**config.mk**
```make
export PLATFORM = sky130hd
export DESIGN_NAME = tmirq_top
export DESIGN_NICKNAME = d
export VERILOG_FILES = /design/src/include/tmirq_pkg.sv /design/src/tmirq_top.sv
export SDC_FILE = /design/constraint.sdc
export NUM_CORES = 1
export LEC_CHECK = 0
export CAP_MARGIN = 30
export CORE_MARGIN = 5
export CORE_UTILIZATION = 33
export DETAILED_ROUTE_END_ITERATION = 12
export DONT_BUFFER_PORTS = 1
export PLACE_DENSITY = 0.45
export RECOVER_POWER = 50
export SETUP_SLACK_MARGIN = 0.1
export SLEW_MARGIN = 20
export SYNTH_ARGS = -nofsm -noshare
export SYNTH_HDL_FRONTEND = slang
export SYNTH_SLANG_ARGS = --single-unit
```
**constraint.sdc**
```tcl
create_clock -name I_CLK_SYS -period 4.2 [get_ports I_CLK_SYS]
set_clock_uncertainty 0.1 [all_clocks]
set_input_delay 0.42 -clock I_CLK_SYS [delete_from_list [all_inputs] [get_ports I_CLK_SYS]]
set_output_delay 0.42 -clock I_CLK_SYS [all_outputs]
set_load 0.02 [all_outputs]
```
**src/include/tmirq_pkg.sv**
```systemverilog
// package for the timer, watchdog and interrupt mux block
package tmirq_pkg;
  localparam int unsigned TMIRQ_AW = 4;
  localparam int unsigned TMIRQ_DW = 16;
  localparam int unsigned TMIRQ_NSRC = 11;
  localparam int unsigned TMIRQ_TMR_W = 12;
  localparam int unsigned TMIRQ_PRE_W = 3;
  localparam int unsigned TMIRQ_WDG_W = 16;
  localparam int unsigned TMIRQ_VEC_W = 4;
  // register offsets
  localparam logic [3:0] TMIRQ_A_TMR_CTRL = 4'h0;
  localparam logic [3:0] TMIRQ_A_TMR_LOAD = 4'h1;
  localparam logic [3:0] TMIRQ_A_TMR_CNT = 4'h2;
  localparam logic [3:0] TMIRQ_A_WDG_LOAD = 4'h3;
  localparam logic [3:0] TMIRQ_A_WDG_KICK = 4'h4;
  localparam logic [3:0] TMIRQ_A_WDG_CNT = 4'h5;
  localparam logic [3:0] TMIRQ_A_IRQ_PEND = 4'h6;
  localparam logic [3:0] TMIRQ_A_IRQ_ACK = 4'h7;
  localparam logic [3:0] TMIRQ_A_IRQ_VEC = 4'h8;
  localparam logic [3:0] TMIRQ_A_PRIO0 = 4'h9;
  localparam logic [3:0] TMIRQ_A_PRIO1 = 4'ha;
  localparam logic [3:0] TMIRQ_A_PRIO2 = 4'hb;
  // timer control fields
  localparam int unsigned TMIRQ_B_START = 0;
  localparam int unsigned TMIRQ_B_CONT = 1;
  localparam int unsigned TMIRQ_B_PRE_LO = 4;
  // source indices
  localparam int unsigned TMIRQ_S_TMR = 5;
  localparam int unsigned TMIRQ_S_WDG = 6;
  localparam logic [15:0] TMIRQ_WDG_RST = 16'hffff;
  localparam logic [11:0] TMIRQ_TMR_RST = 12'hfff;
  localparam logic [3:0] TMIRQ_NONE_VEC = 4'hf;
  localparam logic [2:0] TMIRQ_PRE_ONE = 3'h1;
  // reset priority table: source i sits at rank i
  localparam logic [15:0] TMIRQ_PRIO0_RST = 16'h3210;
  localparam logic [15:0] TMIRQ_PRIO1_RST = 16'h7654;
  localparam logic [15:0] TMIRQ_PRIO2_RST = 16'h0a98;
  typedef struct packed {
    logic [3:0] addr;
    logic [15:0] wdata;
    logic wr;
    logic rd;
  } tmirq_req_t;
  typedef struct packed {
    logic valid;
    logic [3:0] vec;
  } tmirq_irq_t;
endpackage

```
**src/tmirq_top.sv**
```systemverilog
// timer, watchdog and prioritized interrupt mux
//
// The plain strobed port and the placing of the registers were chosen for this implementation.
`timescale 1ns/1ps
`default_nettype none
module tmirq_top
  import tmirq_pkg::*;
#(
  parameter int unsigned NSRC = tmirq_pkg::TMIRQ_NSRC
) (
  input wire logic I_CLK_SYS,
  input wire logic I_RST,
  input wire tmirq_pkg::tmirq_req_t I_REQ,
  input wire logic [tmirq_pkg::TMIRQ_NSRC-1:0] I_SRC,
  output logic [tmirq_pkg::TMIRQ_DW-1:0] O_RDATA,
  output tmirq_pkg::tmirq_irq_t O_IRQ,
  output logic O_SYS_RST
);
  import tmirq_pkg::*;

  // ----------------------------------------
  // bus decode
  // ----------------------------------------
  // one strobe per register; an unmapped or read-only offset matches none
  wire logic wr_tctl = I_REQ.wr && (I_REQ.addr == TMIRQ_A_TMR_CTRL);
  wire logic wr_tload = I_REQ.wr && (I_REQ.addr == TMIRQ_A_TMR_LOAD);
  wire logic wr_wload = I_REQ.wr && (I_REQ.addr == TMIRQ_A_WDG_LOAD);
  wire logic wr_kick = I_REQ.wr && (I_REQ.addr == TMIRQ_A_WDG_KICK);
  wire logic wr_ack = I_REQ.wr && (I_REQ.addr == TMIRQ_A_IRQ_ACK);
  wire logic wr_p0 = I_REQ.wr && (I_REQ.addr == TMIRQ_A_PRIO0);
  wire logic wr_p1 = I_REQ.wr && (I_REQ.addr == TMIRQ_A_PRIO1);
  wire logic wr_p2 = I_REQ.wr && (I_REQ.addr == TMIRQ_A_PRIO2);

  // ----------------------------------------
  // write data fields
  // ----------------------------------------
  wire logic [TMIRQ_PRE_W-1:0] wr_pre = I_REQ.wdata[TMIRQ_B_PRE_LO +: TMIRQ_PRE_W];
  wire logic wr_cont = I_REQ.wdata[TMIRQ_B_CONT];
  wire logic wr_start = I_REQ.wdata[TMIRQ_B_START];
  wire logic [TMIRQ_TMR_W-1:0] wr_tval = I_REQ.wdata[TMIRQ_TMR_W-1:0];
  wire logic [NSRC-1:0] wr_mask = I_REQ.wdata[NSRC-1:0];

  // ----------------------------------------
  // general timer
  // ----------------------------------------
  logic [TMIRQ_TMR_W-1:0] tload_r;
  logic [TMIRQ_TMR_W-1:0] tcnt_r;
  logic [TMIRQ_TMR_W-1:0] tcnt_nxt;
  logic [TMIRQ_PRE_W-1:0] pre_sel_r;
  logic [6:0] pre_cnt_r;
  logic [6:0] pre_cnt_nxt;
  logic cont_r;
  logic trun_r;
  logic trun_nxt;

  // ----------------------------------------
  // timer start
  // ----------------------------------------
  // a start write restarts the count even while it runs
  wire logic tstart = wr_tctl && wr_start;

  // ----------------------------------------
  // prescaler
  // ----------------------------------------
  // divide by 2**code: tick when low code bits of the prescale counter are all ones; a tick or start clears it
  wire logic [6:0] pre_mask = 7'((8'h01 << pre_sel_r) - 8'h01);
  wire logic tick = ((pre_cnt_r & pre_mask) == pre_mask);
  // restart clears the phase so the first period is a full one
  assign pre_cnt_nxt = (tstart || tick) ? '0 : pre_cnt_r + 7'h01;
  always_ff @(posedge I_CLK_SYS) begin
    if (I_RST) begin
      pre_cnt_r <= '0;
    end else begin
      pre_cnt_r <= pre_cnt_nxt;
    end
  end

  // ----------------------------------------
  // timer configuration
  // ----------------------------------------
  always_ff @(posedge I_CLK_SYS) begin
    if (I_RST) begin
      pre_sel_r <= '0;
      cont_r <= 1'b0;
      tload_r <= TMIRQ_TMR_RST;
    end else begin
      if (wr_tctl) begin
        cont_r <= wr_cont;
        pre_sel_r <= wr_pre;
      end
      if (wr_tload) begin
        // upper data bits are dropped: the count is only twelve bits wide
        tload_r <= wr_tval;
      end
    end
  end

  // ----------------------------------------
  // timer down counter
  // ----------------------------------------
  // zero is the last tick, so a load of n gives n+1 ticks per period
  wire logic tzero = (tcnt_r == '0);
  wire logic texp = trun_r && tick && tzero;

  always_comb begin
    tcnt_nxt = tcnt_r;
    trun_nxt = trun_r;
    if (tstart) begin
      tcnt_nxt = tload_r;
      trun_nxt = 1'b1;
    end else if (texp) begin
      tcnt_nxt = tload_r;
      trun_nxt = cont_r;
    end else if (trun_r && tick) begin
      tcnt_nxt = tcnt_r - 12'h001;
    end
  end

  always_ff @(posedge I_CLK_SYS) begin
    if (I_RST) begin
      tcnt_r <= '0;
      trun_r <= 1'b0;
    end else begin
      tcnt_r <= tcnt_nxt;
      trun_r <= trun_nxt;
    end
  end

  // ----------------------------------------
  // watchdog
  // ----------------------------------------
  // no enable bit exists on purpose: it cannot be stopped
  logic [TMIRQ_WDG_W-1:0] wload_r;
  logic [TMIRQ_WDG_W-1:0] wcnt_r;
  logic [TMIRQ_WDG_W-1:0] wcnt_nxt;
  logic wmiss_r;
  logic wmiss_nxt;
  logic sys_rst_r;
  logic sys_rst_nxt;

  // ----------------------------------------
  // watchdog period
  // ----------------------------------------
  always_ff @(posedge I_CLK_SYS) begin
    if (I_RST) begin
      wload_r <= TMIRQ_WDG_RST;
    end else if (wr_wload) begin
      // a new period takes effect at the next kick or expiry
      wload_r <= I_REQ.wdata;
    end
  end

  // ----------------------------------------
  // watchdog counter
  // ----------------------------------------
  wire logic wexp = (wcnt_r == '0);
  // a kick in the expiry cycle wins, so a late but valid kick is honoured
  always_comb begin
    wcnt_nxt = wcnt_r - 16'h0001;
    wmiss_nxt = wmiss_r;
    sys_rst_nxt = 1'b0;
    if (wr_kick) begin
      wcnt_nxt = wload_r;
      wmiss_nxt = 1'b0;
    end else if (wexp) begin
      wcnt_nxt = wload_r;
      wmiss_nxt = 1'b1;
      sys_rst_nxt = wmiss_r;
    end
  end

  always_ff @(posedge I_CLK_SYS) begin
    if (I_RST) begin
      wcnt_r <= TMIRQ_WDG_RST;
      wmiss_r <= 1'b0;
      sys_rst_r <= 1'b0;
    end else begin
      wcnt_r <= wcnt_nxt;
      wmiss_r <= wmiss_nxt;
      sys_rst_r <= sys_rst_nxt;
    end
  end
  assign O_SYS_RST = sys_rst_r;

  // ----------------------------------------
  // interrupt controller
  // ----------------------------------------
  // ----------------------------------------
  // source events
  // ----------------------------------------
  // source lines: 0 filterbank_done_irq, 1 audio block, 2 pcm, 3 serial rx,
  // 4 serial tx, 5 general_timer_irq, 6 watchdog, 7 spi, 8 two_wire_slave_irq,
  // 9 aux_register_receive_irq, 10 aux_register_transmit_irq
  wire logic tmr_ev = texp;
  // a kick in the expiry cycle cancels the watchdog event
  wire logic wdg_ev = wexp && !wr_kick;
  logic [NSRC-1:0] ev;
  always_comb begin
    ev = I_SRC;
    ev[TMIRQ_S_TMR] = tmr_ev;
    ev[TMIRQ_S_WDG] = wdg_ev;
  end

  // ----------------------------------------
  // pending flags
  // ----------------------------------------
  logic [NSRC-1:0] pend_r;
  wire logic [NSRC-1:0] pend_clr = wr_ack ? wr_mask : '0;
  // set wins over a same-cycle acknowledge
  wire logic [NSRC-1:0] pend_nxt = (pend_r & ~pend_clr) | ev;
  always_ff @(posedge I_CLK_SYS) begin
    if (I_RST) begin
      pend_r <= '0;
    end else begin
      pend_r <= pend_nxt;
    end
  end

  // ----------------------------------------
  // priority table
  // ----------------------------------------
  // four ranks per register, one nibble each
  logic [TMIRQ_DW-1:0] prio_r [3];
  always_ff @(posedge I_CLK_SYS) begin
    if (I_RST) begin
      prio_r[0] <= TMIRQ_PRIO0_RST;
      prio_r[1] <= TMIRQ_PRIO1_RST;
      prio_r[2] <= TMIRQ_PRIO2_RST;
    end else begin
      if (wr_p0) begin
        prio_r[0] <= I_REQ.wdata;
      end
      if (wr_p1) begin
        prio_r[1] <= I_REQ.wdata;
      end
      if (wr_p2) begin
        prio_r[2] <= I_REQ.wdata;
      end
    end
  end

  // ----------------------------------------
  // priority select
  // ----------------------------------------
  // slot k names the source of rank k; slot 0 is the highest
  // an out-of-range slot is skipped, so a bad table cannot pick a ghost source
  logic [TMIRQ_VEC_W-1:0] rank_src [NSRC];
  logic [NSRC-1:0] rank_hit;
  logic [NSRC:0] rank_seen;
  logic [TMIRQ_VEC_W-1:0] rank_pick [NSRC+1];

  assign rank_seen[0] = 1'b0;
  assign rank_pick[0] = TMIRQ_NONE_VEC;
  for (genvar k = 0; k < NSRC; k++) begin : g_rank
    assign rank_src[k] = prio_r[k/4][(k%4)*4 +: 4];
    assign rank_hit[k] = (rank_src[k] < 4'(NSRC)) && pend_r[rank_src[k]];
    assign rank_seen[k+1] = rank_seen[k] || rank_hit[k];
    assign rank_pick[k+1] = (!rank_seen[k] && rank_hit[k]) ? rank_src[k] : rank_pick[k];
  end
  wire logic found = rank_seen[NSRC];
  wire logic [TMIRQ_VEC_W-1:0] pick = rank_pick[NSRC];

  // ----------------------------------------
  // interrupt output
  // ----------------------------------------
  // registered so the vector never glitches while the core reads it
  tmirq_irq_t irq_r;
  always_ff @(posedge I_CLK_SYS) begin
    if (I_RST) begin
      irq_r <= '{valid: 1'b0, vec: TMIRQ_NONE_VEC};
    end else begin
      irq_r <= '{valid: found, vec: pick};
    end
  end
  assign O_IRQ = irq_r;

  // ----------------------------------------
  // read back
  // ----------------------------------------
  // unused upper bits read as zero
  wire logic [TMIRQ_DW-1:0] tctl_word = 16'({pre_sel_r, 2'b00, cont_r, trun_r});
  wire logic [TMIRQ_DW-1:0] vec_word = 16'({irq_r.valid, 11'h000, irq_r.vec});
  wire logic [TMIRQ_DW-1:0] rd_tload = 16'(tload_r);
  wire logic [TMIRQ_DW-1:0] rd_tcnt = 16'(tcnt_r);
  wire logic [TMIRQ_DW-1:0] rd_wmiss = 16'(wmiss_r);
  wire logic [TMIRQ_DW-1:0] rd_pend = 16'(pend_r);

  // ----------------------------------------
  // read mux
  // ----------------------------------------
  // an unmapped offset reads as zero
  logic [TMIRQ_DW-1:0] rmux;
  always_comb begin
    unique case (I_REQ.addr)
      TMIRQ_A_TMR_CTRL: rmux = tctl_word;
      TMIRQ_A_TMR_LOAD: rmux = rd_tload;
      TMIRQ_A_TMR_CNT: rmux = rd_tcnt;
      TMIRQ_A_WDG_LOAD: rmux = wload_r;
      TMIRQ_A_WDG_CNT: rmux = wcnt_r;
      TMIRQ_A_WDG_KICK: rmux = rd_wmiss;
      TMIRQ_A_IRQ_PEND: rmux = rd_pend;
      TMIRQ_A_IRQ_VEC: rmux = vec_word;
      TMIRQ_A_PRIO0: rmux = prio_r[0];
      TMIRQ_A_PRIO1: rmux = prio_r[1];
      TMIRQ_A_PRIO2: rmux = prio_r[2];
      default: rmux = '0;
    endcase
  end

  // ----------------------------------------
  // read register
  // ----------------------------------------
  // zero outside the read slot, so read buses of several blocks can be or-ed
  always_ff @(posedge I_CLK_SYS) begin
    if (I_RST) begin
      O_RDATA <= '0;
    end else begin
      O_RDATA <= I_REQ.rd ? rmux : '0;
    end
  end
endmodule
`default_nettype wire
```
Yosys cells after proc, flatten, opt, wreduce, memory -nomap -nowiden
Memories as Yosys holds them, arrays and structs flattened. Cells that the tools add are included. Widths: inputs -> output; s select.

Add/sub/neg operators: 4. Magnitude comparators: 22. Eq/ne operators: 12. Shifts and indexed selects: 1. Mux-type cells: 56. Bitwise operators: 9. Reductions and logical operators: 64.

Operators with widths (count): $pmux 16 s11 (1); $mux 16 (5); $lt 4x5->1 const B (11); $bmux 1 s4 (11); $lt 4x4->1 const B (11); $mux 4 (11); $mux 12 (3); $logic_and 1x1->1 (33); $mux 1 (24); $eq 4x3->1 const B (4); $eq 4x4->1 const B (4); $logic_not 16->1 (1); $sub 16x1->16 const B (1); $logic_not 12->1 (1); $sub 12x1->12 const B (1); $and 11x11->11 (1); $logic_not 1->1 (11); $logic_or 1x1->1 (11); $mux 11 (1); $not 11->11 (1); $or 11x11->11 (1); $eq 4x2->1 const B (2); $add 7x1->7 const B (1); $and 7x7->7 (1); 11 further kinds (16).

Register bits after elaboration: 102. Memory bits (writable): 48. Input bits: 35. Memories kept: 1.

Memory list: prio_r (depth 3, bits a word 16, read ports 3, clocked after Yosys merged registers in 0, wr ports 3, line tmirq_top.sv:223) `logic [TMIRQ_DW-1:0] prio_r [3];`.

Logic depth before layout (Yosys ltp)
Gate-level depths: netlist of the first run. An unclocked memory read counts as a cell.

Depth in word-level cells: 16. Mapped depth: 10. Mapped depth without buffers: 9.

Least setup slack after synthesis of the first run
Ideal clock, no wire load.

Path kind: reg2reg. Start: memory prio_r[0][8]. End: register irq_r, in the netlist O_IRQ[2]. Library setup time: 0.116 ns. Arrival: 2.284 ns. Slack: 1.700 ns. Cell stages (with the launch flop): 10. Path buffers: 2. Period minus slack after synthesis: 2.500 ns. Cell sequence: edfxtp_1 > buf_2 > mux4_2 > and3_1 > a41oi_2 > and4b_1 > buf_2 > nand3_2 > nand3b_1 > a31o_2.

RTL lines: from (decl) (line tmirq_top.sv:223); to (signal assigned) (line tmirq_top.sv:270) `irq_r <= '{valid: 1'b0, vec: TMIRQ_NONE_VEC};`; to (signal assigned) (line tmirq_top.sv:272) `irq_r <= '{valid: found, vec: pick};`; to (decl) (line tmirq_top.sv:267) `tmirq_irq_t irq_r;`.

Final worst setup path of the first run
Start: register wcnt_r[3]. End: register wcnt_r[2].

Word-level cells in the longest chain between the ends: 3.

Ends and longest elaborated chain: from (decl) (line tmirq_top.sv:134) `logic [TMIRQ_WDG_W-1:0] wcnt_r;`; from (signal assigned) (line tmirq_top.sv:178) `wcnt_r <= wcnt_nxt;`; $logic_not 16->1 (line tmirq_top.sv:156) `wire logic wexp = (wcnt_r == '0);`; $mux 16 (line tmirq_top.sv:165) `end else if (wexp) begin`; $mux 16 (line tmirq_top.sv:162) `if (wr_kick) begin`.

Every way passes these cells. A chain may end at the register's enable or synchronous reset.

==> key figures, run 1 <==
Placement
  • GPL Wtd Cong: 0.897
  • DP Area: 8410 um^2
  • Dpl hpwl: 21700 um
  • IO Port Bufs: 0

Run status
  • Status: complete, but fails checks
  • Failing checks: max-capacitance violations, max-slew violations

Yosys
  • Cell variety after synth: 76
  • Synth Area in Adders: 0.615%
  • Simple-gate share of the synthesized area: 21.6%
  • Post-Synth XOR/XNOR Area: 2.15%
  • Share of the synthesized area in the top cell type: 25.1%
  • Area contributors post-synth: dfxtp_1 25%, edfxtp_1 18%, nand2_1 5.1%
  • Post-synthesis register bit count: 150
  • Synth Area in Compound Gates: 18.1%
  • Area leader, netlist: dfxtp_1
  • Yosys warns: 0
  • Post-synth ARST share: 0%
  • Post-synth EDFFs: 48
  • Mux cell area share after synthesis: 11.2%
  • Mean post-synth cell area: 9.46 um^2
  • Sequential element share of the synthesized area: 42.8%
  • Main combinational cell family by area after synthesis: simple AND/OR/NAND/NOR gates
  • Netlist Area Pre-Place: 8140 um^2
  • Syn nets: 900
  • Cells after Synth: 861
  • Synth Flop Type: dfxtp_1

Detailed routing
  • Residual DRC: 0
  • Wire per inst: 25.8 um
  • DR vias: 7132
  • DR vias/cell: 6.06
  • WL final: 30300 um
  • Drt pass-1 iters: 5
  • First DRT Iteration DRCs: 729
  • Antenna-violating nets left: 0

Floorplanning
  • Die W: 167 um
  • CORE AREA: 24300 um^2
  • Full die area: 27900 um^2
  • Row cnt: 57
  • Initial Utilization: 33.5%
  • Die Height: 167 um
  • IO Pins: 57

STA
  • Unrepaired setup endpoints after global routing: no
  • Slew @ Worst Pin: 2.29 ns
  • Setup TNS: 0 ns
  • Finish-stage setup viols: 0
  • Final Hold Vio Count: 0
  • Final Max Tran Viols: 49
  • Slew HR: -52.9%
  • Fin Hold WS: 0.0121 ns
  • Max Clk Rate: 338 MHz
  • Tcrit/Tclk final: 70.5%
  • Post-layout minimum cycle time: 2.96 ns

Cells and area
  • Synth-to-layout area growth: 10.9%
  • Fin area: 9030 um^2
  • Fraction of layout cells with a size suffix above 1: 10.1%
  • Nets: 879
  • Antenna Cells: 0

CTS
  • CTS sink cnt: 150
  • CTS Buf Count: 17
  • Clock Tree Root: clkbuf_16
  • CTS-repair resized insts: 0
  • CTS H-tree lvls: 4
  • TritonCTS clock tree: done
  • Worst-Skew Late Latency: 0.44 ns
  • Clock Tree Buf Depth: 2
  • Clock slew seen by the registers of the worst setup and hold paths: 0.08 ns

Global routing
  • Overflow after GRT: 0
  • Initial antenna violation count: 0
  • Tot GR Track Use: 21.6%
  • Largest net degree at the start of global routing: 49
  • First-pass GRT wire length: 45600 um
  • Vias in the first global route: 7049

Power
  • Peak supply drop: 221 uV
  • Overall power: 3620 uW
  • P_leak: 0.00316 uW
  • PwrDens: 400 nW/um^2

Setup path
  • CP endpoint kind: flip-flop
  • CP required: 4.32 ns
  • Crit start category: flip-flop
  • Worst Path Max Fanout: 31
  • WP data arrival: 3.08 ns
  • Setup Crit Path Kind: reg2reg

Flow run
  • Max-cap violations: 1

Min path
  • Path type of the worst min-delay path: in2reg
## flip-flops by register name, summed over array words and instances (netlist names)
name and flops:
O_IRQ 5, O_RDATA 16, O_SYS_RST 1, cont_r 1, pend_r 11, pre_cnt_r 7
pre_sel_r 3, prio_r 48, tcnt_r 12, tload_r 12, trun_r 1, wcnt_r 16
wload_r 16, wmiss_r 1
## cell type report
type	count	area, um^2
clock buffers	17	425
multi-input cells	638	4370
fillers	2454	15300
inverters	15	56.3
repair buffers	18	149
clock inverters	15	140
well taps	324	405
flip-flops and latches	150	3480
## final timing paths
path	from	endpoint	slack, ns	depth (start not counted)
max	wcnt_r[3]$_SDFF_PP1_	wcnt_r[2]$_SDFF_PP1_	1.24	6
min	I_REQ[7]	tload_r[5]$_SDFFE_PP1P_	0.01	2
max reg2reg	wcnt_r[3]$_SDFF_PP1_	wcnt_r[2]$_SDFF_PP1_	1.24	6
min reg2reg	wload_r[13]$_SDFFE_PP1P_	wload_r[13]$_SDFFE_PP1P_	0.39	2
## worst max-delay path: stages (launching register included)
cell and delay (ns):
dfxtp_1 0.37, or4_1 0.64, nor4_1 0.37, and4_1 0.39, or2_2 0.56, mux2i_1 0.25, nand2_1 0.06
## what timing repair did
| action | CTS | global route |
|---|---|---|
| setup buffers | 0 | 0 |
| hold endpoints to repair | 26 | 0 |
| hold buffers | 6 | 0 |
## routing by layer
metal / up-vias / global-route usage, % / wire length (um) / share of wire [%]
met1: 3569 / 28.9 / 13000 / 43
met2: 288 / 34.9 / 14300 / 47
met3: 54 / 4.46 / 2200 / 7.3
met4: 0 / 7.19 / 888 / 2.9
met5: - / 0 / 0 / 0
li1: 3221 / - / - / -
## power breakdown
| part | internal, uW | leakage, uW | switching [uW] |
|---|---|---|---|
| combinational | 185 | 0.00158 | 220 |
| clock | 785 | 0.000280 | 704 |
| sequential | 1560 | 0.00130 | 158 |
## layout by cell type (no fill, tap or decap), types with 11 or more instances in the layout
master     netlist  routed
nor2_1          61      61
o21ai_0         18      18
dfxtp_1        102     102
mux2i_1         40      40
inv_1           14      15
nand3_1         32      32
nor3_1          17      16
a31oi_1         16      16
o211ai_1        23      23
nand2b_1        22      22
a22oi_1         33      33
nand2_1        111     111
mux4_2          17      17
clkbuf_16        0      17
nor2b_1         11      11
xnor2_1         13      13
edfxtp_1        48      48
nand3b_1        14      14
a221oi_1        11      11
a21oi_1         31      31
and2_0           0      13
## cells by family (layout without fill, tap and decap cells)
family,count (synthesis),in the layout
compound gates,203,203
xor+xnor,20,20
fa+ha+maj,4,4
buf+inv,73,65
flops,150,150
mux,68,68
simple gates,343,343
## cell usage after synthesis (5+ instances only)
cell      number
and3_1         8
mux4_2        17
nor2b_1       11
nor3b_1        7
nand4_1        9
inv_1         14
dfxtp_1      102
nor3_1        17
xnor2_1       13
o22ai_1        6
a31oi_1       16
and2_1        16
nand2_1      111
o31ai_1        7
edfxtp_1      48
a41oi_1        5
buf_2          7
o211ai_1      23
nand3_1       32
clkbuf_1      47
a221oi_1      11
or4_1          5
mux2i_1       40
nand2b_1      22
a32o_1         5
xor2_1         7
nor4_1        10
mux2_2        10
nand3b_1      14
o21ai_0       18
nor2_1        61
a22oi_1       33
a21oi_1       31
a22o_1         8
## stage by stage
| stage | util (%) | std cells | setup slack [ns] |
|---|---|---|---|
| floorplan | - | 861 | 1.70 |
| global placement | 34.6 | 1139 | 1.29 |
| detailed placement | 34.6 | 1139 | 1.26 |
| CTS | 37.2 | 1177 | 1.26 |
| global route | 37.1 | 1177 | 1.03 |
| finish | 37.1 | 1177 | 1.24 |
Note: power is estimated with default switching activity, not from simulation.
==> run 2, diff against run 1 <==
- clock period: 4.2 -> 2.8 ns (I/O delays scaled with it)
==> key figures, run 2 (same netlist as run 1, synthesis figures left out) <==
CTS
  • CTS sink cnt: 150 (unchanged)
  • CTS H-tree lvls: 4 (unchanged)
  • Clock Tree Root: clkbuf_16 (unchanged)
  • Clock Tree Buf Depth: 2 (unchanged)
  • TritonCTS clock tree: done (unchanged)
  • Clock slew seen by the registers of the worst setup and hold paths: 0.07 ns (was 0.08 ns)
  • Worst-Skew Late Latency: 0.43 ns (was 0.44 ns)
  • CTS Buf Count: 17 (unchanged)

Setup path
  • WP data arrival: 2.84 ns (was 3.08 ns)
  • R2R cell count: 10 (was 6)
  • Worst Path Max Fanout: 10 (was 31)
  • CP max stage delay: 0.54 ns (was 0.64 ns)
  • Critical Path Stages: 10 (was 6)
  • Family with the most delay on the worst path: simple AND/OR/NAND/NOR gates (unchanged)
  • Buf/Inv on CP: 2 (was 0)
  • CP cell instances: inv_1 -> ha_1 -> nand2b_1 -> or4_4 -> nor2_4 -> nand4_4 -> and2_4 -> buf_4 -> o21ai_0 -> a2111oi_2 (was or4_1 -> nor4_1 -> and4_1 -> or2_2 -> mux2i_1 -> nand2_1)
  • CP required: 2.99 ns (was 4.32 ns)
  • Slowest CP cell: or4_4 (was or4_1)
  • Crit start category: flip-flop (unchanged)
  • CP endpoint kind: flip-flop (unchanged)
  • Setup Crit Path Kind: reg2reg (unchanged)

Cells and area
  • Most flops, register: prio_r (unchanged)
  • Fraction of layout cells with a size suffix above 1: 15.4% (was 10.1%)
  • Commonest non-fill, non-tap cell in the layout: nand2_1 (unchanged)
  • Nets: 966 (was 879)
  • Synth-to-layout area growth: 21.5% (was 10.9%)
  • Fin area: 9900 um^2 (was 9030 um^2)
  • Max reg flops: 48 (unchanged)
  • FILL cells: 2430 (was 2454)
  • Leading cell types in the layout, fill and taps excluded: 111 x nand2_1, 99 x dfxtp_1, 61 x nor2_1 (was 111 x nand2_1, 102 x dfxtp_1, 61 x nor2_1)

Placement
  • IO Port Bufs: 0 (unchanged)
  • GPL Wtd Cong: 0.892 (was 0.897)
  • Dpl hpwl: 22900 um (was 21700 um)
  • DP Area: 8770 um^2 (was 8410 um^2)

Global routing
  • Initial antenna violation count: 1 (was 0)
  • Vias in the first global route: 7273 (was 7049)
  • First-pass GRT wire length: 47800 um (was 45600 um)
  • Overflow after GRT: 0 (unchanged)
  • Tot GR Track Use: 22.6% (was 21.6%)
  • Largest net degree at the start of global routing: 50 (was 49)

Floorplanning
  • CORE AREA: 24300 um^2 (unchanged)
  • Row cnt: 57 (unchanged)
  • Die Height: 167 um (unchanged)
  • Die W: 167 um (unchanged)
  • IO Pins: 57 (unchanged)
  • Initial Utilization: 33.5% (unchanged)
  • Full die area: 27900 um^2 (unchanged)

STA
  • Finish-stage setup viols: 0 (unchanged)
  • Setup TNS: 0 ns (unchanged)
  • Slew @ Worst Pin: 1.07 ns (was 2.29 ns)
  • Max Clk Rate: 377 MHz (was 338 MHz)
  • Tcrit/Tclk final: 94.8% (was 70.5%)
  • Final Hold Vio Count: 0 (unchanged)
  • Unrepaired setup endpoints after global routing: yes (was no)
  • Slew HR: 28.5% (was -52.9%)
  • Post-layout minimum cycle time: 2.65 ns (was 2.96 ns)
  • Final Max Tran Viols: 0 (was 49)

Detailed routing
  • First DRT Iteration DRCs: 821 (was 729)
  • Wire per inst: 25.4 um (was 25.8 um)
  • Residual DRC: 0 (unchanged)
  • Antenna-violating nets left: 0 (unchanged)
  • DR vias/cell: 5.90 (was 6.06)
  • Drt pass-1 iters: 5 (unchanged)
  • WL final: 32200 um (was 30300 um)
  • DR vias: 7470 (was 7132)

Flow run
  • Max-cap violations: 0 (was 1)

Min path
  • Hold depth: 2 (unchanged)
  • Path type of the worst min-delay path: in2reg (unchanged)

Power
  • P_leak: 0.00359 uW (was 0.00316 uW)
  • PwrDens: 576 nW/um^2 (was 400 nW/um^2)
  • Peak supply drop: 248 uV (was 221 uV)

Run status
  • Status: complete, no violations (was complete, but fails checks)
run 2: per-layer routing:
metal	part of all wire [%]	GRT usage, %
met3	6.0	4.53
met4	2.3	7.01
met1	43	29.8
met5	0	0
met2	48	37.3
run 2: worst paths after layout:
kind	from	end	slack, ns
min	I_REQ[2]	tload_r[0]$_SDFFE_PP1P_	0.02
max reg2reg	tcnt_r[1]$_SDFFE_PP0P_	tcnt_r[5]$_SDFFE_PP0P_	0.15
min reg2reg	wload_r[9]$_SDFFE_PP1P_	wload_r[9]$_SDFFE_PP1P_	0.39
max	tcnt_r[1]$_SDFFE_PP0P_	tcnt_r[5]$_SDFFE_PP0P_	0.15
run 2: cell type report:
cell class / instances / area, um^2 / area share (%)
antenna: 2 / 5.00 / 0.0506
clock buffer: 21 / 493 / 4.98
clock inverter: 11 / 108 / 1.09
inverter: 15 / 56.3 / 0.569
multi-input combinational: 638 / 4430 / 44.7
sequential: 150 / 3490 / 35.2
tap: 324 / 405 / 4.10
timing repair buffer: 105 / 916 / 9.26
run 2: report_power, final:
group          switching, uW  total (uW)  internal [uW]
logic                    416         795            379
clock network            982        2350           1370
registers                213        2560           2350
total                   1610        5700           4090
run 2: worst reg2reg max path, cell delays in order, from the launching register on:
cell	delay, ns
dfxtp_1	0.35
inv_1	0.09
ha_1	0.17
nand2b_1	0.12
or4_4	0.54
nor2_4	0.15
nand4_4	0.21
and2_4	0.26
buf_4	0.15
o21ai_0	0.24
a2111oi_2	0.12
run 2: repair_timing:
item                                    in CTS  in global routing
endpoints found under the setup margin       2                 10
resized for setup                            1                 15
buffers inserted                             0                 16
hold endpoints to repair                    88                  0
pin swaps                                    0                  2
hold buffers                                36                  0
run 2: through the flow:
| step | cells | total power (uW) | hold WS (ns) | utilization, % | setup WS, ns |
|---|---|---|---|---|---|
| global route | 1266 | 5910 | 0.0275 | 40.7 | 0.0586 |
| finish | 1266 | 5700 | 0.0226 | 40.7 | 0.147 |
| floorplan | 861 | 3000 | 0.297 | - | 0.300 |
| global placement | 1180 | 3280 | 0.256 | 36.1 | 0.0414 |
| CTS | 1248 | 5700 | 0.0105 | 40.1 | 0.100 |
| detailed placement | 1180 | 3290 | 0.257 | 36.1 | 0.113 |
